### src/core/fbsf_consts.svh
// Offsets, bit positions and reset values of the flash bank status block.
// Assumes inclusion by bare name from any file that needs them.
`ifndef FBSF_CONSTS_SVH
`define FBSF_CONSTS_SVH

// ==========================================================
// Register offsets (byte addresses)
`define FBSF_OFS_STATUS      8'h4C
`define FBSF_OFS_CONTROL     8'h50

// ==========================================================
// Status register fields
`define FBSF_BIT_BUSY        0
`define FBSF_BIT_SEQ         1
`define FBSF_BIT_NONERASED   2
`define FBSF_BIT_ALIGN       3
`define FBSF_BIT_PROTECT     4
`define FBSF_BIT_DONE        5
`define FBSF_BIT_BLANKFAIL   6
`define FBSF_BIT_INTERRUPTED 15
`define FBSF_STICKY_LO       1
`define FBSF_STICKY_HI       5
`define FBSF_RST_STATUS      32'h0000_0000

// ==========================================================
// Control register fields
`define FBSF_BIT_START       6
`define FBSF_BIT_FAULT_IE    10
`define FBSF_BIT_DONE_IE     12
`define FBSF_BIT_BLANKCHK    16
`define FBSF_RST_CONTROL     32'h0000_0000

// ==========================================================
// Bus constants
`define FBSF_BE_FULL         4'hF
`define FBSF_RD_UNMAPPED     32'h0000_0000

`endif

### src/core/fbsf_pkg.sv
// Types shared by the flash bank status block.
// Assumes the constants header is compiled alongside.
package fbsf_pkg;

	// ==========================================================
	// Bus slave phase
	typedef enum logic [0:0] {
		bus_idle = 1'b0,
		bus_ack  = 1'b1
	} fbsf_bus_st_t;

	// Register word
	typedef logic [31:0] fbsf_word_t;

endpackage

### src/core/fbsf_flag.sv
// One sticky flag: hardware sets it, a write of one clears it.
// Assumes set and clear come from logic on mclk.
`timescale 1ns/1ns
`default_nettype none

module fbsf_flag
	import fbsf_pkg::*;
(
	// Clock and reset
	input  wire logic mclk,
	input  wire logic rst,
	// Set and clear requests
	input  wire logic set_evt,
	input  wire logic clr_req,
	// Flag level
	output logic      flag_q
);

	// Set wins over a clear in the same cycle
	always_ff @(posedge mclk) begin
		if (rst) begin
			flag_q <= 1'b0;
		end else if (set_evt) begin
			flag_q <= 1'b1;
		end else if (clr_req) begin
			flag_q <= 1'b0;
		end
	end

endmodule

`default_nettype wire

### src/core/fbsf_status.sv
// Status flags and busy indication of one flash bank, with its control bits.
// Assumes an erase/program engine on mclk reporting one-cycle event pulses,
// and an Avalon-MM master on mclk for the register bus.
//
// Functional notes
// - An operation in progress when system reset or low supply strikes sets bit 15.
// - Bit 15 survives system reset and is cleared only by power-on reset or by a write of one.
// - After a blank check bit 6 reads 0 for an all-0xFF page and 1 otherwise.
// - A successfully finished erase or program sets the done flag at bit 5.
// - Sticky bits 1 to 6 and 15 clear on a write of one, a zero leaves them.
// - An erase or program on a protected page sets bit 4.
// - Misaligned program data on the data side bus sets bit 3.
// - Programming a location that is not 0xFFFF sets bit 2.
// - A program issued out of command order sets bit 1.
// - Bit 0 is high during an operation and drops at its end or on any error.
// - The start bit clears in the same cycle that busy drops.
// - The done interrupt request follows the done flag when its enable is set.
// - The fault interrupt request follows the error flags at bits 1 to 4 when its enable is set.
`timescale 1ns/1ns
`default_nettype none
`include "fbsf_consts.svh"

module fbsf_status
	import fbsf_pkg::*;
#(
	parameter int ADDR_W = 8
)
(
	// Clock and resets
	input  wire logic              mclk,
	input  wire logic              rst,
	input  wire logic              por_rst,
	// Avalon-MM slave
	input  wire logic [ADDR_W-1:0] avs_address,
	input  wire logic              avs_read,
	input  wire logic              avs_write,
	input  wire logic [31:0]       avs_writedata,
	input  wire logic [3:0]        avs_byteenable,
	output logic      [31:0]       avs_readdata,
	output logic                   avs_waitrequest,
	// Engine commands
	output logic                   op_start,
	output logic                   blank_check_command,
	// Engine events, one-cycle pulses
	input  wire logic              eng_done,
	input  wire logic              eng_prot_err,
	input  wire logic              eng_align_err,
	input  wire logic              eng_nonerased_err,
	input  wire logic              eng_seq_err,
	input  wire logic              bc_done,
	input  wire logic              bc_nonblank,
	// Supply monitor pin, asynchronous
	input  wire logic              supply_low,
	// Interrupt requests
	output logic                   done_irq,
	output logic                   fault_irq
);

	// ==========================================================
	// Parameter check
	generate
		if (ADDR_W < 7 || ADDR_W > 8) begin : g_bad_addr
			$error("fbsf_status: ADDR_W must be 7 or 8");
		end
	endgenerate

	// ==========================================================
	// Declarations
	fbsf_bus_st_t bus_st_r;
	fbsf_word_t   rd_word;
	fbsf_word_t   readdata_r;
	logic [7:0]   addr8;
	logic         bus_req;
	logic         acc;
	logic         wr_ok;
	logic         wr_stat;
	logic         wr_ctl;
	logic         sup_meta_r;
	logic         sup_sync_r;
	logic         op_active_r;
	logic         start_r;
	logic         blank_r;
	logic         done_ie_r;
	logic         fault_ie_r;
	logic         bc_fail_r;
	logic         int_err_r;
	logic         any_err;
	logic         end_evt;
	logic         begin_evt;
	logic [`FBSF_STICKY_HI:`FBSF_STICKY_LO] flag_set;
	logic [`FBSF_STICKY_HI:`FBSF_STICKY_LO] flag_q;

	// ==========================================================
	// Bus decode
	always_comb begin
		addr8 = 8'h00;
		addr8[ADDR_W-1:0] = avs_address;
	end

	// Request and accept terms
	assign bus_req = avs_read | avs_write;
	assign acc     = (bus_st_r == bus_ack);
	assign wr_ok   = acc & avs_write & (avs_byteenable == `FBSF_BE_FULL);
	assign wr_stat = wr_ok & (addr8 == `FBSF_OFS_STATUS);
	assign wr_ctl  = wr_ok & (addr8 == `FBSF_OFS_CONTROL);

	// One wait cycle, then the answer
	assign avs_waitrequest = bus_req & (bus_st_r == bus_idle);

	// Bus phase
	always_ff @(posedge mclk) begin
		if (rst) begin
			bus_st_r <= bus_idle;
		end else begin
			case (bus_st_r)
				bus_idle: begin
					if (bus_req) begin
						bus_st_r <= bus_ack;
					end
				end
				bus_ack: begin
					bus_st_r <= bus_idle;
				end
				default: begin
					bus_st_r <= bus_idle;
				end
			endcase
		end
	end

	// Read mux, reserved bits zero
	always_comb begin
		rd_word = `FBSF_RD_UNMAPPED;
		if (addr8 == `FBSF_OFS_STATUS) begin
			rd_word[`FBSF_BIT_BUSY]        = op_active_r;
			rd_word[`FBSF_STICKY_HI:`FBSF_STICKY_LO] = flag_q;
			rd_word[`FBSF_BIT_BLANKFAIL]   = bc_fail_r;
			rd_word[`FBSF_BIT_INTERRUPTED] = int_err_r;
		end else if (addr8 == `FBSF_OFS_CONTROL) begin
			rd_word[`FBSF_BIT_START]    = start_r;
			rd_word[`FBSF_BIT_FAULT_IE] = fault_ie_r;
			rd_word[`FBSF_BIT_DONE_IE]  = done_ie_r;
			rd_word[`FBSF_BIT_BLANKCHK] = blank_r;
		end
	end

	// Read data captured as the answer starts
	always_ff @(posedge mclk) begin
		if (rst) begin
			readdata_r <= `FBSF_RST_STATUS;
		end else if (bus_st_r == bus_idle && avs_read) begin
			readdata_r <= rd_word;
		end
	end

	assign avs_readdata = readdata_r;

	// ==========================================================
	// Supply monitor synchroniser
	always_ff @(posedge mclk) begin
		if (rst) begin
			sup_meta_r <= 1'b0;
			sup_sync_r <= 1'b0;
		end else begin
			sup_meta_r <= supply_low;
			sup_sync_r <= sup_meta_r;
		end
	end

	// ==========================================================
	// Operation tracking
	assign any_err   = eng_prot_err | eng_align_err | eng_nonerased_err | eng_seq_err;
	assign end_evt   = op_active_r & (eng_done | any_err | bc_done | sup_sync_r);
	assign begin_evt = wr_ctl & ~op_active_r &
		(avs_writedata[`FBSF_BIT_START] | avs_writedata[`FBSF_BIT_BLANKCHK]);

	// Busy level
	always_ff @(posedge mclk) begin
		if (rst) begin
			op_active_r <= 1'b0;
		end else if (end_evt) begin
			op_active_r <= 1'b0;
		end else if (begin_evt) begin
			op_active_r <= 1'b1;
		end
	end

	// Start and blank check commands drop with busy
	always_ff @(posedge mclk) begin
		if (rst) begin
			start_r <= 1'b0;
			blank_r <= 1'b0;
		end else if (end_evt) begin
			start_r <= 1'b0;
			blank_r <= 1'b0;
		end else if (begin_evt) begin
			start_r <= avs_writedata[`FBSF_BIT_START];
			blank_r <= avs_writedata[`FBSF_BIT_BLANKCHK];
		end
	end

	assign op_start            = start_r;
	assign blank_check_command = blank_r;

	// Interrupt enables
	always_ff @(posedge mclk) begin
		if (rst) begin
			done_ie_r  <= 1'b0;
			fault_ie_r <= 1'b0;
		end else if (wr_ctl) begin
			done_ie_r  <= avs_writedata[`FBSF_BIT_DONE_IE];
			fault_ie_r <= avs_writedata[`FBSF_BIT_FAULT_IE];
		end
	end

	// ==========================================================
	// Sticky flags, bits 1 to 5
	always_comb begin
		flag_set = '0;
		flag_set[`FBSF_BIT_SEQ]       = eng_seq_err;
		flag_set[`FBSF_BIT_NONERASED] = eng_nonerased_err;
		flag_set[`FBSF_BIT_ALIGN]     = eng_align_err;
		flag_set[`FBSF_BIT_PROTECT]   = eng_prot_err;
		flag_set[`FBSF_BIT_DONE]      = op_active_r & eng_done & ~any_err;
	end

	generate
		for (genvar i = `FBSF_STICKY_LO; i <= `FBSF_STICKY_HI; i++) begin : g_flag
			fbsf_flag u_flag (
				.mclk    (mclk),
				.rst     (rst),
				.set_evt (flag_set[i]),
				.clr_req (wr_stat & avs_writedata[i]),
				.flag_q  (flag_q[i])
			);
		end
	endgenerate

	// Blank check result, loaded at each check end
	always_ff @(posedge mclk) begin
		if (rst) begin
			bc_fail_r <= 1'b0;
		end else if (op_active_r && bc_done) begin
			bc_fail_r <= bc_nonblank;
		end else if (wr_stat && avs_writedata[`FBSF_BIT_BLANKFAIL]) begin
			bc_fail_r <= 1'b0;
		end
	end

	// Interrupted operation, kept over system reset
	always_ff @(posedge mclk) begin
		if (por_rst) begin
			int_err_r <= 1'b0;
		end else if (op_active_r && (rst || sup_sync_r)) begin
			int_err_r <= 1'b1;
		end else if (wr_stat && avs_writedata[`FBSF_BIT_INTERRUPTED]) begin
			int_err_r <= 1'b0;
		end
	end

	// ==========================================================
	// Interrupt requests
	assign done_irq  = done_ie_r & flag_q[`FBSF_BIT_DONE];
	assign fault_irq = fault_ie_r & (|flag_q[`FBSF_BIT_PROTECT:`FBSF_BIT_SEQ]);
endmodule

`default_nettype wire

### config.mk
export PLATFORM = sky130hd
export DESIGN_NAME = fbsf_status
export DESIGN_NICKNAME = d
export VERILOG_FILES = /design/src/core/fbsf_pkg.sv /design/src/core/fbsf_flag.sv /design/src/core/fbsf_status.sv
export VERILOG_INCLUDE_DIRS = /design/src /design/src/core
export SDC_FILE = /design/constraint.sdc
export NUM_CORES = 1
export LEC_CHECK = 0
export ABC_AREA = 1
export BUFFER_PORTS_ARGS = -buffer_cell sky130_fd_sc_hd__buf_2
export CORE_MARGIN = 5
export CORE_UTILIZATION = 43
export CTS_CLUSTER_SIZE = 30
export DETAILED_ROUTE_END_ITERATION = 8
export PLACE_DENSITY_LB_ADDON = 0.25
export SLEW_MARGIN = 20
export SYNTH_ARGS = -nofsm -noshare
export SYNTH_HDL_FRONTEND = slang
export SYNTH_SLANG_ARGS = --single-unit
### constraint.sdc
create_clock -name mclk -period 2.2 [get_ports mclk]
set_clock_uncertainty 0.2 [all_clocks]
set_input_delay 0.11 -clock mclk [delete_from_list [all_inputs] [get_ports mclk]]
set_output_delay 0.11 -clock mclk [all_outputs]
set_load 0.05 [all_outputs]
==> run summary <==
Hold EP: avs_readdata[6]
Via-per-instance ratio: 4.497
Arrival @ worst endpoint: 2.06 ns
Overall routing resource usage: 15.91%
Max incr delay on CP: 0.58 ns
Tcrit/Tclk final: 92.64%
Height of the die: 65.14 µm
Met3 WL: 204 µm
CP max stage cell: dlygate4sd3_1
Buffers on Ports: 50
Count of final setup violators: 0
Unique masters post-synth: 18
Peak supply drop: 481.5 µV
RSZ-0062 raised after global routing: false
Crit-path cells: dlygate4sd3_1 -> buf_2 -> nor2_1 -> dlygate4sd3_1 -> nor3_1 -> dlygate4sd3_1
1st-iter DRT viols: 60
Required time of the critical path: 2.23 ns
Diode count: 0
Leakage power: 0.9481 nW
Die width: 65.14 µm
Final min period: 2.038 ns
Most frequent cells in the layout: buf_2 (50), dlygate4sd3_1 (31), nand2_1 (28), nor2_1 (27), dfxtp_1 (26)
Non-Filler Instances: 300
Hpwl dp: 2302 µm
CP Launch Type: input pin
Wire length on met2: 1679 µm
Num CTS Buffers: 3
CTS tree: done
WHS Path Cells: 6
Crit end category: flop
Share of layout cells above drive strength 1: 22.85%
Sequential element share of the synthesized area: 39.81%
Starting Density: 43.91%
Most common cell after layout, fill and taps aside: buf_2
Kind of critical path: input pin to flop
Most used cell, CP: dlygate4sd3_1
Clock sink count: 26
Post-Route Utilization: 63.03%
Hold Crit Start: avs_address[3]
Crit-path max FO: 2
Min-Delay Path Class: input pin to flop
Setup_tns: 0 ns
Antenna violations before repair: 0
First-pass GRT wire length: 5382 µm
Remaining DRCs: 0
Routed WL per cell: 10.99 µm
Seq cells post-synth: 26
Synthesis warning total: 0
Final Net Count: 325
Max-cap viol count: 0
Worst R2R End: bc_fail_r
Final hold vios: 0
Avg Cell Area, Syn: 7.068 µm²
M1 WL: 1398 µm
Row count: 20
Largest register FFs: 11
Largest net degree at the start of global routing: 18
Die area: 4243 µm²
Highest metal used: met4
Syn Inst Count: 185
Root Driver: clkbuf_4
Fmax: 490.7 MHz
Area Overhead vs Synth: 43.54%
Status: complete, no violations
Cell Area, Synth: 1308 µm²
Vias in the first global route: 1289
FF-to-FF Start: op_active_r
Clock latency at the later pin of the worst-skew pair: 0.32 ns
Worst-path clk slew: 0.14 ns
GPL Wtd Cong: 0.7601
First drt pass iteration count: 4
CTS H-tree depth: 1
Total Wirelength: 3297 µm
Reg2reg path depth: 4
# IOs: 94
CTS max path bufs: 2
R2r setup slk: 0.16 ns
PD cells: 578.6 nW/µm²
Final ANT Viol Nets: 0
Grt ovf: 0
Core ar.: 2978 µm²
Routed via count: 1349
Slew Limit Fails: 0
Placed insts: 265
-- worst max-delay path by stage --
stage,from,to
after detailed placement,acc,avs_readdata[3]
final,avs_read,acc
after global placement,acc,avs_readdata[2]
after global routing,avs_address[7],bc_fail_r
after CTS,avs_address[7],blank_check_command
after floorplan,acc,avs_waitrequest
-- area by class of cell --
class,instances,area [µm²]
tap,33,41.29
sequential,26,520.5
multi-input combinational,131,604.3
clock buffer,3,22.52
fill,289,1101
inverter,24,90.09
timing repair buffer,82,568.0
clock inverter,1,30.03
-- where the power goes --
part	internal, mW	switching, mW	total, mW
clock network	0.184	0.145	0.329
logic	0.0816	0.179	0.260
registers	0.488	0.00820	0.496
-- synth_stat cells (all sizes together) --
master / n / area [µm²]
o21ai: 12 / 60.06
nor3: 4 / 20.02
clkbuf: 2 / 7.510
a21oi: 12 / 60.06
nor2: 32 / 142.6
buf: 22 / 165.2
conb: 1 / 3.750
dfxtp: 26 / 520.5
a21boi: 1 / 7.510
a211oi: 4 / 30.03
nand2: 28 / 105.1
inv: 24 / 90.09
nand3b: 1 / 7.510
nand3: 15 / 80.08
o21a: 1 / 7.510
-- logic make-up after synthesis --
kind of cell / Yosys count / share of synthesized area [%]
DFF: 26 / 39.81
and+or+nand+nor: 80 / 27.18
AOI/OAI and AO/OA: 30 / 12.63
buffers and inverters: 48 / 20.10
other: 1 / 0.2868
-- stage by stage --
stage               cell area, µm²  total power, mW  setup WS [ns]  hold WS [ns]
global placement              1509           0.7245         0.7415       0.06476
floorplan                     1383           0.7005         0.9051      -0.02093
global route                  1877            1.135       0.006676       0.06117
detailed placement            1509           0.7258         0.7343       0.06804
finish                        1877            1.086         0.1619       0.03431
CTS                           1872            1.093         0.1496       0.02683
-- metal layers --
metal  vias to the layer above  global-route usage (%)
met5                         -                       0
met4                         0                   3.886
met3                         2                   2.564
met2                        35                   30.65
met1                       606                   18.09
li1                        706                       -
-- critical path, delay by kind of cell --
kind,cells,cell delay [ns]
buf+inv,4,1.79
simple gates,2,0.16
-- timing repair --
| item | CTS | global route |
|---|---|---|
| hold endpoints to repair | 18 | 0 |
| hold buffers | 31 | 0 |
| setup buffers | 0 | 0 |
| resized for setup | 0 | 1 |
| setup endpoints to repair | 0 | 4 |
No activity file was read; power rests on OpenSTA's default activity.
